<file path="src/sld_pkg.sv">
// Constants, frame layout, register map and state type of the link receiver.
// Assumes a 100 MHz system clock and one frame strobe per pixel clock.
package sld_pkg;
	// Clock rate and timing
	localparam int CLK_PERIOD_NS   = 10;                 // System clock period
	localparam int STOP_TIME_NS    = 1000;               // Longest gap before a stop
	localparam int STOP_CYCLES     = STOP_TIME_NS / CLK_PERIOD_NS; // Longest time rounds down
	localparam int LOCK_FRAMES     = 4;                  // Good frames needed for lock
	localparam int OSC_HALF_CYCLES = 5;                  // Internal oscillator half period
	// Spread modulation divisors, in pixel clocks
	localparam int MOD_DIV_HI_A    = 2168;               // Upper range, codes 1 to 4
	localparam int MOD_DIV_HI_B    = 1300;               // Upper range, codes 5 to 7
	localparam int MOD_DIV_LO_A    = 625;                // Lower range, codes 1 to 4
	localparam int MOD_DIV_LO_B    = 385;                // Lower range, codes 5 to 7
	// Frame layout
	localparam int FRAME_W         = 28;                 // Bits per frame
	localparam int PAYLOAD_W       = 24;                 // Payload bits per frame
	localparam int POS_MARK_HI     = 27;                 // Clock marker, always high
	localparam int POS_PAY_LSB     = 3;                  // Payload lowest bit
	localparam int POS_BALANCE     = 2;                  // Inversion flag
	localparam int POS_INTEGRITY   = 1;                  // Parity over sent payload
	localparam int POS_MARK_LO     = 0;                  // Clock marker, always low
	localparam int POS_OS_A        = 21;                 // Payload bit to over-sampled 0
	// Register map, byte addresses
	localparam logic [3:0] ADDR_CTRL   = 4'h0;           // Override word
	localparam logic [3:0] ADDR_CONFIG = 4'h4;           // Config bits
	localparam logic [3:0] ADDR_STATUS = 4'h8;           // Link status
	localparam logic [3:0] ADDR_ERRCNT = 4'hC;           // Integrity error count
	localparam logic [7:0] CTRL_RESET  = 8'h00;          // Pins in control
	localparam logic [7:0] CTRL_OVERRIDE = 8'h01;        // Registers in control
	localparam logic [7:0] CONFIG_RESET = 8'h00;         // Config defaults
	localparam int CFG_SPREAD_LSB  = 0;                  // Spread code, 3 bits
	localparam int CFG_OUT_EN      = 3;                  // Output drive enable
	localparam int CFG_OSC_SEL     = 4;                  // Oscillator clock when unlocked
	localparam int CFG_SLEEP_SEL   = 6;                  // Sleep state select
	localparam int CFG_LOW_FREQ    = 7;                  // Low frequency range
	// Receiver states
	typedef enum logic [1:0] {SLD_DOWN, SLD_ACQUIRE, SLD_LOCKED} sld_state_t;
endpackage

</file>
<file path="src/sld_deserializer.sv">
// Receive side of an embedded-clock serial link: frame check, decode, lock,
// output state selection, spread modulation timing and an Avalon-MM slave.
// Assumes frames arrive already parallel, one strobe per pixel clock, sync to clk.
//
// The Avalon-MM interface to the registers and the register offsets were left to the implementer.
`timescale 1ns/1ps
// Summary of operation
// - Extract 24 payload bits every frame
// - Marker bits high/low give frame timing
// - Invert payload when balance bit set
// - Check integrity bit on every frame
// - Pixel clock 5 to 43 MHz supported
// - Lock to any data, no training
// - Over-sampled outputs are payload bits 21-23
// - Power-up: acquire, lock low, sleep-select outputs
// - Lock high then valid data and clock
// - Clock source switch holds clock level
// - Embedded clock lost: unlock, sleep-select outputs
// - Powered down outputs per sleep select
// - Unlocked, enable low output states
// - Unlocked, enable high output states
// - Locked, enable low: link outputs off
// - Locked, enable high: all outputs active
// - Upper range spread divisors 2168 and 1300
// - Lower range spread divisors 625 and 385
// - Spread gives modulation timing only, clock and data not modulated
// - Stream stop drops to acquisition, restart relocks
// - Power down resets control registers
// - Stop sleep retains registers, then relocks
// - Control word 01h gives registers priority
module sld_deserializer
	import sld_pkg::*;
(
	input  wire logic                 clk,                 // System clock, 100 MHz
	input  wire logic                 nrst,                // Sync reset, active low
	input  wire logic                 frame_valid,         // One frame this cycle
	input  wire logic [FRAME_W-1:0]   frame_data,          // Received frame
	input  wire logic                 power_down_bar,      // Low powers down
	input  wire logic                 sleep_state_select,  // Pin sleep select
	input  wire logic                 output_drive_enable, // Pin output enable
	input  wire logic                 low_freq_range,      // Pin range select
	input  wire logic [2:0]           spread_setting,      // Pin spread code
	input  wire logic [3:0]           avs_address,         // Byte address
	input  wire logic                 avs_read,            // Read request
	input  wire logic                 avs_write,           // Write request
	input  wire logic [31:0]          avs_writedata,       // Write data
	input  wire logic [3:0]           avs_byteenable,      // Byte lanes
	output logic      [31:0]          avs_readdata,        // Read data
	output logic                      avs_waitrequest,     // Stall
	output logic                      lock,                // Lock flag
	output logic                      lock_oe_n,           // Lock drive, low drives
	output logic                      link_clock_out,      // Output clock
	output logic                      link_clock_oe_n,     // Low drives
	output logic      [PAYLOAD_W-1:0] link_data_out,       // Recovered payload
	output logic                      link_data_oe_n,      // Low drives
	output logic      [2:0]           oversampled_outputs, // Low-speed bits
	output logic                      oversampled_oe_n,    // Low drives
	output logic                      test_pass,           // Self-test result
	output logic                      test_pass_oe_n,      // Low drives
	output logic                      spread_active,       // Modulation on
	output logic                      spread_phase         // Modulation half period
);
	////////////////////////////////////////////////////////////////////////////
	// Declarations
	sld_state_t             state;           // Receiver state
	logic [2:0]             good_count;      // Consecutive good frames
	logic [7:0]             idle_count;      // Cycles since last frame
	logic                   stopped;         // Stream stopped
	logic [7:0]             ctrl_reg;        // Override word
	logic [7:0]             config_reg;      // Config bits
	logic [15:0]            err_count;       // Integrity errors
	logic                   ack;             // Bus answer cycle
	logic                   powered;         // Pin not in power down
	logic                   override;        // Registers have priority
	logic                   sel_sleep;       // Effective sleep select
	logic                   sel_oen;         // Effective output enable
	logic                   sel_lfr;         // Effective range
	logic [2:0]             sel_spread;      // Effective spread code
	logic                   marks_ok;        // Marker pair correct
	logic [PAYLOAD_W-1:0]   raw_payload;     // Payload as sent
	logic [PAYLOAD_W-1:0]   next_payload;    // Payload after balance undo
	logic                   parity_ok;       // Integrity check
	logic                   frame_good;      // Frame valid and correct
	logic [PAYLOAD_W-1:0]   payload_q;       // Last recovered payload
	logic                   pass_q;          // No integrity error since lock
	logic                   src_recovered;   // Clock source selection
	logic                   src_prev;        // Previous source
	logic [2:0]             osc_count;       // Oscillator divider
	logic                   osc_tick;        // Oscillator edge enable
	logic                   clk_level;       // Output clock level
	logic [11:0]            mod_count;       // Spread divider, pixel clocks
	logic [11:0]            mod_div;         // Selected divisor

	////////////////////////////////////////////////////////////////////////////
	// Effective configuration: pins unless the override word is set
	assign powered    = power_down_bar;
	assign override   = (ctrl_reg == CTRL_OVERRIDE);
	assign sel_sleep  = override ? config_reg[CFG_SLEEP_SEL] : sleep_state_select;
	assign sel_oen    = override ? config_reg[CFG_OUT_EN] : output_drive_enable;
	assign sel_lfr    = override ? config_reg[CFG_LOW_FREQ] : low_freq_range;
	assign sel_spread = override ? config_reg[CFG_SPREAD_LSB +: 3] : spread_setting;

	////////////////////////////////////////////////////////////////////////////
	// Frame decode
	assign marks_ok    = frame_data[POS_MARK_HI] & ~frame_data[POS_MARK_LO];
	assign raw_payload = frame_data[POS_PAY_LSB +: PAYLOAD_W];
	assign next_payload = frame_data[POS_BALANCE] ? ~raw_payload : raw_payload;
	assign parity_ok   = (^raw_payload) == frame_data[POS_INTEGRITY];
	assign frame_good  = frame_valid & marks_ok & parity_ok;

	////////////////////////////////////////////////////////////////////////////
	// Stop detection: no frame strobe for the stop time
	always_ff @(posedge clk)
	begin
		if (!nrst || !powered || frame_valid)
		begin
			idle_count <= 8'h00;
			stopped    <= 1'b0;
		end
		else if (idle_count >= 8'(STOP_CYCLES - 1))
		begin
			stopped <= 1'b1;
		end
		else
		begin
			idle_count <= idle_count + 8'h01;
		end
	end

	////////////////////////////////////////////////////////////////////////////
	// Lock state machine
	always_ff @(posedge clk)
	begin
		if (!nrst)
		begin
			state      <= SLD_DOWN;
			good_count <= 3'h0;
		end
		else
		begin
			case (state)
				SLD_DOWN:
				begin
					good_count <= 3'h0;
					// Power up starts acquisition at once
					if (powered)
						state <= SLD_ACQUIRE;
				end
				SLD_ACQUIRE:
				begin
					if (!powered)
						state <= SLD_DOWN;
					else if (frame_valid && !frame_good)
						good_count <= 3'h0;
					else if (frame_good && good_count == 3'(LOCK_FRAMES - 1))
						state <= SLD_LOCKED;
					else if (frame_good)
						good_count <= good_count + 3'h1;
				end
				SLD_LOCKED:
				begin
					good_count <= 3'h0;
					// Lost markers or stopped stream drop lock
					if (!powered)
						state <= SLD_DOWN;
					else if ((frame_valid && !marks_ok) || stopped)
						state <= SLD_ACQUIRE;
				end
				default:
				begin
					state <= SLD_DOWN;
				end
			endcase
		end
	end

	////////////////////////////////////////////////////////////////////////////
	// Payload register: one clock of latency while locked
	always_ff @(posedge clk)
	begin
		if (!nrst)
			payload_q <= 24'h000000;
		else if (frame_valid && state == SLD_LOCKED && marks_ok)
			payload_q <= next_payload;
	end

	////////////////////////////////////////////////////////////////////////////
	// Integrity result cleared by power down or new acquisition, error count by power down only
	always_ff @(posedge clk)
	begin
		if (!nrst || !powered || state == SLD_ACQUIRE)
			pass_q <= 1'b1;
		else if (frame_valid && marks_ok && !parity_ok)
			pass_q <= 1'b0;
	end

	always_ff @(posedge clk)
	begin
		if (!nrst || !powered)
			err_count <= 16'h0000;
		else if (frame_valid && marks_ok && !parity_ok && err_count != 16'hFFFF)
			err_count <= err_count + 16'h0001;
	end

	////////////////////////////////////////////////////////////////////////////
	// Clock level: recovered when locked, else oscillator if CFG_OSC_SEL set (driven out only when
	// locked); a source change swallows one edge so the level holds over the switch
	assign src_recovered = (state == SLD_LOCKED);
	assign osc_tick      = (osc_count == 3'(OSC_HALF_CYCLES - 1));

	always_ff @(posedge clk)
	begin
		if (!nrst || osc_tick)
			osc_count <= 3'h0;
		else
			osc_count <= osc_count + 3'h1;
	end

	always_ff @(posedge clk)
	begin
		if (!nrst)
		begin
			clk_level <= 1'b0;
			src_prev  <= 1'b0;
		end
		else
		begin
			src_prev <= src_recovered;
			if (src_prev != src_recovered)
				clk_level <= clk_level;
			else if (src_recovered ? frame_valid
				: (osc_tick && config_reg[CFG_OSC_SEL]))
				clk_level <= ~clk_level;
		end
	end

	////////////////////////////////////////////////////////////////////////////
	// Spread modulation timing, counted in pixel clocks
	always_comb
	begin
		if (sel_lfr)
			mod_div = (sel_spread[2] && sel_spread[1:0] != 2'b00)
				? 12'(MOD_DIV_LO_B) : 12'(MOD_DIV_LO_A);
		else
			mod_div = (sel_spread[2] && sel_spread[1:0] != 2'b00)
				? 12'(MOD_DIV_HI_B) : 12'(MOD_DIV_HI_A);
	end

	always_ff @(posedge clk)
	begin
		if (!nrst || sel_spread == 3'h0)
		begin
			mod_count     <= 12'h000;
			spread_active <= 1'b0;
			spread_phase  <= 1'b0;
		end
		else if (frame_valid)
		begin
			spread_active <= 1'b1;
			mod_count     <= (mod_count >= mod_div - 12'h001) ? 12'h000
				: mod_count + 12'h001;
			spread_phase  <= (mod_count >= (mod_div >> 1));
		end
	end

	////////////////////////////////////////////////////////////////////////////
	// Output state table, registered
	always_ff @(posedge clk)
	begin
		if (!nrst || !powered)
		begin
			// Powered down
			lock                <= 1'b0;
			lock_oe_n           <= ~sel_sleep;
			link_clock_out      <= 1'b0;
			link_clock_oe_n     <= 1'b1;
			link_data_out       <= 24'h000000;
			link_data_oe_n      <= 1'b1;
			oversampled_outputs <= 3'h0;
			oversampled_oe_n    <= ~sel_sleep;
			test_pass           <= 1'b0;
			test_pass_oe_n      <= 1'b1;
		end
		else if (state != SLD_LOCKED)
		begin
			// Powered, not locked
			lock                <= 1'b0;
			lock_oe_n           <= 1'b0;
			link_clock_out      <= 1'b0;
			link_clock_oe_n     <= 1'b1;
			link_data_out       <= 24'h000000;
			link_data_oe_n      <= ~(sel_oen & sel_sleep);
			oversampled_outputs <= 3'h0;
			oversampled_oe_n    <= sel_oen & ~sel_sleep;
			test_pass           <= ~sel_sleep;
			test_pass_oe_n      <= 1'b0;
		end
		else
		begin
			// Locked
			lock                <= 1'b1;
			lock_oe_n           <= 1'b0;
			link_clock_out      <= clk_level;
			link_clock_oe_n     <= ~sel_oen;
			link_data_out       <= payload_q;
			link_data_oe_n      <= ~sel_oen;
			oversampled_outputs <= payload_q[POS_OS_A +: 3];
			oversampled_oe_n    <= 1'b0;
			test_pass           <= pass_q;
			test_pass_oe_n      <= 1'b0;
		end
	end

	////////////////////////////////////////////////////////////////////////////
	// Avalon-MM slave: one wait cycle, then answer
	assign avs_waitrequest = (avs_read | avs_write) & ~ack;

	always_ff @(posedge clk)
	begin
		if (!nrst)
			ack <= 1'b0;
		else
			ack <= (avs_read | avs_write) & ~ack;
	end

	// Control and config registers, back to defaults in power down
	always_ff @(posedge clk)
	begin
		if (!nrst || !powered)
		begin
			ctrl_reg   <= CTRL_RESET;
			config_reg <= CONFIG_RESET;
		end
		else if (avs_write && ack && avs_byteenable[0])
		begin
			if (avs_address == ADDR_CTRL)
				ctrl_reg <= avs_writedata[7:0];
			else if (avs_address == ADDR_CONFIG)
				config_reg <= avs_writedata[7:0];
		end
	end

	// Read data captured in the wait cycle
	always_ff @(posedge clk)
	begin
		if (!nrst)
			avs_readdata <= 32'h00000000;
		else if (avs_read && !ack)
		begin
			case (avs_address)
				ADDR_CTRL:   avs_readdata <= {24'h000000, ctrl_reg};
				ADDR_CONFIG: avs_readdata <= {24'h000000, config_reg};
				ADDR_STATUS: avs_readdata <= {27'h0000000, pass_q, stopped,
					spread_active, powered, (state == SLD_LOCKED)};
				ADDR_ERRCNT: avs_readdata <= {16'h0000, err_count};
				default:     avs_readdata <= 32'h00000000;
			endcase
		end
	end
endmodule

</file>
<file path="config.mk">
export PLATFORM = sky130hd
export DESIGN_NAME = sld_deserializer
export DESIGN_NICKNAME = d
export VERILOG_FILES = /design/src/sld_pkg.sv /design/src/sld_deserializer.sv
export SDC_FILE = /design/constraint.sdc
export NUM_CORES = 1
export LEC_CHECK = 0
export BUFFER_PORTS_ARGS = -buffer_cell sky130_fd_sc_hd__buf_2
export CAP_MARGIN = 0
export CORE_MARGIN = 2
export CORE_UTILIZATION = 54
export DETAILED_ROUTE_END_ITERATION = 10
export GPL_TIMING_DRIVEN = 1
export PLACE_DENSITY = 0.81
export RECOVER_POWER = 50
export SYNTH_ARGS = -nofsm -noshare
export SYNTH_HDL_FRONTEND = slang
export SYNTH_SLANG_ARGS = --single-unit
export TNS_END_PERCENT = 10
</file>
<file path="constraint.sdc">
create_clock -name clk -period 4 [get_ports clk]
set_clock_uncertainty 0.15 [all_clocks]
set_input_delay 0.2 -clock clk [delete_from_list [all_inputs] [get_ports clk]]
set_output_delay 0.2 -clock clk [all_outputs]
set_load 0.05 [all_outputs]
</file>
# Word-level counts from Yosys, hierarchy flattened

Cells that the tools add are included.

Register bits: 158
Bits of input ports: 80
Output and inout port bits: 70
Logic and storage cells: 138

Magnitude comparators: 3
Bitwise operators: 16
Mux-type cells: 29
Reduce and logical (&&, ||, !) cells: 38
Equality and inequality tests: 19
Add/sub/neg operators: 6

Operators by type and width:

| operator                                                                            | count |
|---|---|
| 16-bit case mux with 4 select lines                                                 | 1 |
| 12-bit 2-to-1 mux                                                                   | 3 |
| 24-bit 2-to-1 mux                                                                   | 1 |
| 24-bit inverter                                                                     | 1 |
| 24-bit parity                                                                       | 1 |
| 16-bit by 1-bit adder with 16-bit output, second input constant                     | 1 |
| 16-bit inequality test, second input constant                                       | 1 |
| 3-bit 2-to-1 mux                                                                    | 5 |
| 1-bit logical AND                                                                   | 13 |
| 12-bit by 1-bit adder with 12-bit output, second input constant                     | 1 |
| 12-bit by 11-bit greater-or-equal comparator with 1-bit output                      | 1 |
| 12-bit greater-or-equal comparator                                                  | 1 |
| 2-bit 2-to-1 mux                                                                    | 6 |
| 3-bit inequality test, second input constant                                        | 4 |
| 12-bit by 1-bit subtractor with 12-bit output, second input constant                | 1 |
| 1-bit 2-to-1 mux                                                                    | 10 |
| 10-bit 2-to-1 mux                                                                   | 1 |
| 8-bit by 1-bit adder with 8-bit output, second input constant                       | 1 |
| 4-bit == test, second input constant                                                | 2 |
| 8-bit by 1-bit == test with 1-bit output, second input constant                     | 1 |
| 8-bit by 7-bit greater-or-equal comparator with 1-bit output, second input constant | 1 |
| 1-bit inverter                                                                      | 8 |
| 4-bit AND reduction                                                                 | 2 |
| 3-bit by 1-bit adder with 3-bit output, second input constant                       | 2 |
| other kinds (22)                                                                    | 42 |

# Longest topological paths before layout

Depth after elaboration: 9
Depth in mapped cells: 14
Mapped depth without buffers: 14

# Worst setup path after synthesis

No wires, ideal clock.

Path type: reg2reg
From: register ctrl_reg[5]
To: register mod_count[10]
Path buffers: 0
Cell stages (with the launch flop): 12
Library setup time: 0.148 ns
Data arrival time: 2.674 ns
Data required time: 3.702 ns
Path slack: 1.028 ns
Period minus slack after synthesis: 2.972 ns
Path through: dfxtp_1 -> nor4b_1 -> nand2_1 -> mux2_2 -> inv_1 -> nand2_1 -> ha_1 -> a211o_1 -> a211oi_1 -> o21a_1 -> o31ai_1 -> nor2_1

Cells in the longest elaborated chain, start to end: 9
Elaborated cells on any way between the ends: 13
Classes of those cells: 1 x add/sub; 1 x order compare; 1 x eq/ne; 6 x mux; 4 x reduce/logical

RTL lines:

| element                                                       | RTL line                                         | text |
|---|---|---|
| from (decl)                                                   | sld_deserializer.sv:69                           | `logic [7:0] ctrl_reg;` |
| from (signal assigned)                                        | sld_deserializer.sv:337                          | `ctrl_reg <= avs_writedata[7:0];` |
| 8-bit by 1-bit == test with 1-bit output *                    | sld_deserializer.sv:97                           | `assign override = (ctrl_reg == CTRL_OVERRIDE);` |
| 3-bit 2-to-1 mux                                              | sld_deserializer.sv:101                          | `assign sel_spread = override ? config_reg[CFG_SPREAD_LSB +: 3] : spread_setting;` |
| 2-bit nonzero test                                            | sld_deserializer.sv:242, sld_deserializer.sv:245 |  |
| 1-bit logical AND                                             | sld_deserializer.sv:242, sld_deserializer.sv:245 |  |
| 12-bit 2-to-1 mux / 10-bit 2-to-1 mux (equally long branches) | sld_deserializer.sv:246, sld_deserializer.sv:243 |  |
| 12-bit 2-to-1 mux                                             | sld_deserializer.sv:241                          | `if (sel_lfr)` |
| 12-bit by 1-bit subtractor with 12-bit output                 | sld_deserializer.sv:260                          | `mod_count <= (mod_count >= mod_div - 12'h001) ? 12'h000` |
| 12-bit greater-or-equal comparator                            | sld_deserializer.sv:260                          |  |
| 12-bit 2-to-1 mux                                             | sld_deserializer.sv:260                          |  |
| to (signal assigned)                                          | sld_deserializer.sv:260                          |  |
| to (decl)                                                     | sld_deserializer.sv:91                           | `logic [11:0] mod_count;` |

Mark *: on every way between the ends. The rest lies on a longest branch, timed or not.
A chain may end at the register's enable or synchronous reset.

# Worst setup path after layout

From: register ctrl_reg[5]
To: register mod_count[3]

Same word-level chain as after synthesis.

==> flow_summary.json <==
{
  "outcome": "finished with violations",
  "violations": "capacitance limit, slew limit",
  "met1Wirelength_mm": 5.93,
  "vias": 5199,
  "slew_headroom_pct": -27.5,
  "first_pass_iters": 4,
  "clkTransAtPathRegs_ps": 60,
  "powerDensity_nw_per_um2": 441,
  "cts_sinks": 139,
  "rr_endpoint": "mod_count[3]",
  "period_needed_ps": 3420,
  "yosysSeqAreaShare_pct": 43.1,
  "async_flop_share_pct": 0,
  "cts_inserted_buffers": 17,
  "setup_viol": 0,
  "top_layer": "met4",
  "rr_startpoint": "ctrl_reg[5]",
  "portBuffers": 106,
  "pwr-share-comb_pct": 11.6,
  "nFillCells": 925,
  "final_cells": 938,
  "seqPwrFrac_pct": 41.7,
  "wl_per_cell_um": 16.0,
  "critical_path_class": "reg -> reg",
  "clk_latency_ps": 420,
  "cp.arrival_ps": 3630,
  "rrSetupSlack_ps": 580,
  "ant_nets": 0,
  "ir_drop_mv": 0.270,
  "internal_power_mw": 2.51,
  "grt_start_max_net_pins": 50,
  "p_leak_nw": 3.48,
  "fin_tns_setup_ps": 0,
  "synthXorXnorAreaFrac_pct": 9.92,
  "synth_area_per_cell_um2": 9.58,
  "dr_wl_met2_mm": 7.85,
  "synth_compound_area_share_pct": 11.7,
  "synth_top_family_by_area": "simple AND/OR/NAND/NOR gates",
  "synth-edff-count": 0,
  "ios": 150,
  "vias_per_cell": 5.54,
  "grt_pass1_vias": 5481,
  "gp_congestion": 0.901,
  "die_height_um": 113,
  "cts-htree-levels": 4,
  "grt_overflow": 0,
  "grt_usage_pct": 24.4,
  "finalCritPeriodShare_pct": 85.6,
  "synthFlopType": "dfxtp_1",
  "synthCells": 674,
  "rows": 39,
  "cts_tree": "built",
  "start_kind": "flip-flop",
  "synthSimpleGateAreaFrac_pct": 19.0,
  "nNetsFinal": 888,
  "routed-wl-met3_um": 785,
  "die-area_um2": 12800,
  "slew_viol_final": 88,
  "wl_mm": 15.0,
  "yosysWarnings": 0,
  "top_regs": "link_data_out x24, payload_q x24",
  "diodes": 0,
  "power.share.switching_pct": 25.5,
  "hold_path_depth": 4,
  "antenna_found_initial": 0,
  "muxShareOfSynthArea_pct": 6.05,
  "max_clock_freq_ghz": 0.292,
  "cap_violations": 2,
  "fp.dieW_um": 113,
  "drc": 0,
  "hpwl_mm": 10.1,
  "synthAdderAreaFrac_pct": 5.04,
  "endpoint_kind": "flip-flop",
  "cts_buffer_depth": 2,
  "hold_path_end": "payload_q[8]",
  "syn2layout_area_growth_pct": 18.4,
  "worstMarginPinSlew_ps": 1910,
  "cts_root_buffer": "clkbuf_16",
  "hold_viol_final": 0,
  "cp_data_required_time_ps": 4210,
  "grt_pass1_wl_mm": 24.9,
  "switching_power_mw": 0.861,
  "initial_utilization_pct": 55.8,
  "postCtsSetupBuffers": 0,
  "drive_gt1_share_pct": 14.0,
  "holdCritPathClass": "in -> reg",
  "crit_fanout": 9,
  "core_region_area_um2": 11600,
  "synthesis.area_um2": 6460,
  "clkPwrFrac_pct": 46.8,
  "rsz0062_at_grt": "no",
  "hp-start": "frame_data[11]",
  "worstRegToRegCells": 13,
  "total_power_mw": 3.37,
  "yosys.cell_types.count": 58,
  "drtIter0Drc": 318,
  "ys_ff_latch": 139,
  "dpl.cell_count": 894
}
## stage by stage
stage | util (%) | hold slack, ps | cell area [µm²] | setup slack, ps
5_1_grt | 66.1 | 36.6 | 7650 | 342
6_report | 66.1 | 16.5 | 7650 | 578
4_1_cts | 66.8 | 10.1 | 7730 | 610
3_5_place_dp | 60.6 | 303 | 7010 | 695
3_3_place_gp | 60.6 | 297 | 7010 | 785
2_1_floorplan | - | 194 | 6510 | 1030
## worst max-delay path: stages (launching register included)
cell	delay, ps
dfxtp_1	330
nor4b_1	360
nand2_1	260
mux2_2	370
inv_1	120
ha_1	230
nand2b_1	140
a21o_1	180
a211o_1	290
a211oi_1	280
o21a_1	260
o31ai_1	100
buf_4	190
nor2_1	100
## power by group through the flow
stage	logic (mW)	clock network [mW]	registers, mW
3_5_place_dp	0.378	0	1.44
2_1_floorplan	0.295	0	1.45
3_3_place_gp	0.367	0	1.43
4_1_cts	0.392	1.60	1.41
5_1_grt	0.422	1.67	1.41
6_report	0.390	1.58	1.41
## routing by layer
| layer | global-route usage, % | up-vias |
|---|---|---|
| met3 | 4.55 | 35 |
| met1 | 27.4 | 2456 |
| met4 | 14.0 | 0 |
| met5 | 0 | - |
| met2 | 43.2 | 180 |
| li1 | - | 2528 |
## cells by family after synthesis
family                   count (synthesis)
AO/OA/AOI/OAI                           96
XOR/XNOR                                69
adder cells (fa/ha/maj)                 26
buffers and inverters                   69
flip-flops                             139
multiplexers                            32
other                                    1
AND/OR/NAND/NOR                        242
## what timing repair did
action	4_1_cts	5_1_grt
hold endpoints to repair	21	0
resized for setup	0	0
hold buffers	12	0
endpoints found under the setup margin	0	0
## Yosys cell counts (2+ instances only)
cell | number | area share [%]
inv_1 | 17 | 0.99
nor4_2 | 2 | 0.39
nor3_1 | 7 | 0.54
nand4_1 | 7 | 0.68
and3_1 | 33 | 3.2
mux2_2 | 6 | 1.0
ha_1 | 26 | 5.0
xnor2_1 | 54 | 7.3
xor2_1 | 12 | 1.6
o21ai_0 | 7 | 0.54
or3_1 | 2 | 0.19
nand2_1 | 60 | 3.5
a41oi_1 | 2 | 0.27
and4_1 | 4 | 0.54
buf_4 | 20 | 2.3
a22o_1 | 5 | 0.68
nor4_1 | 2 | 0.19
and2_1 | 7 | 0.68
nor2_1 | 69 | 4.0
o21a_1 | 6 | 0.70
o211ai_1 | 3 | 0.35
dfxtp_1 | 139 | 43
or4_1 | 2 | 0.23
buf_1 | 3 | 0.17
a211oi_1 | 4 | 0.47
mux4_2 | 5 | 1.7
o211a_1 | 24 | 3.7
a31oi_1 | 3 | 0.29
clkbuf_1 | 26 | 1.5
mux2i_1 | 21 | 3.3
nor2b_1 | 19 | 1.8
nor4b_1 | 2 | 0.27
a31o_2 | 6 | 0.81
a21oi_1 | 10 | 0.78
nand2b_1 | 8 | 0.78
a22oi_1 | 16 | 1.9
nand3_1 | 13 | 1.0
a21o_1 | 2 | 0.23
## cells in the final DEF (no fill, tap or decap), drive strengths merged, types with 10 or more instances in the layout
cell type and count:
dfxtp 139, clkbuf 75, nor2 69, nand2 60
xnor2 55, buf 54, and3 33, ha 26
o211a 24, mux2i 21, inv 20, nor2b 19
a22oi 16, conb 16, nand3 13, xor2 12
dlygate4sd3 12, a21oi 10
## worst max path at each step
stage	start	to	depth (start not counted)
2_1_floorplan	ctrl_reg[5]	mod_count[10]	11
3_3_place_gp	ctrl_reg[5]	mod_count[8]	13
3_5_place_dp	ctrl_reg[5]	mod_count[3]	13
4_1_cts	ctrl_reg[5]	mod_count[3]	13
5_1_grt	ctrl_reg[5]	mod_count[5]	13
6_report	ctrl_reg[5]	mod_count[3]	13
## cell type report
| type | count | area [µm²] | share of cell area, % |
|---|---|---|---|
| multi-input combinational | 481 | 3400 | 44.4 |
| sequential | 139 | 2780 | 36.4 |
| timing repair buffer | 124 | 616 | 8.05 |
| clock buffer | 17 | 425 | 5.56 |
| tap | 143 | 179 | 2.34 |
| clock inverter | 15 | 174 | 2.27 |
| inverter | 19 | 71.3 | 0.933 |
Note: power is estimated with default switching activity, not from simulation.
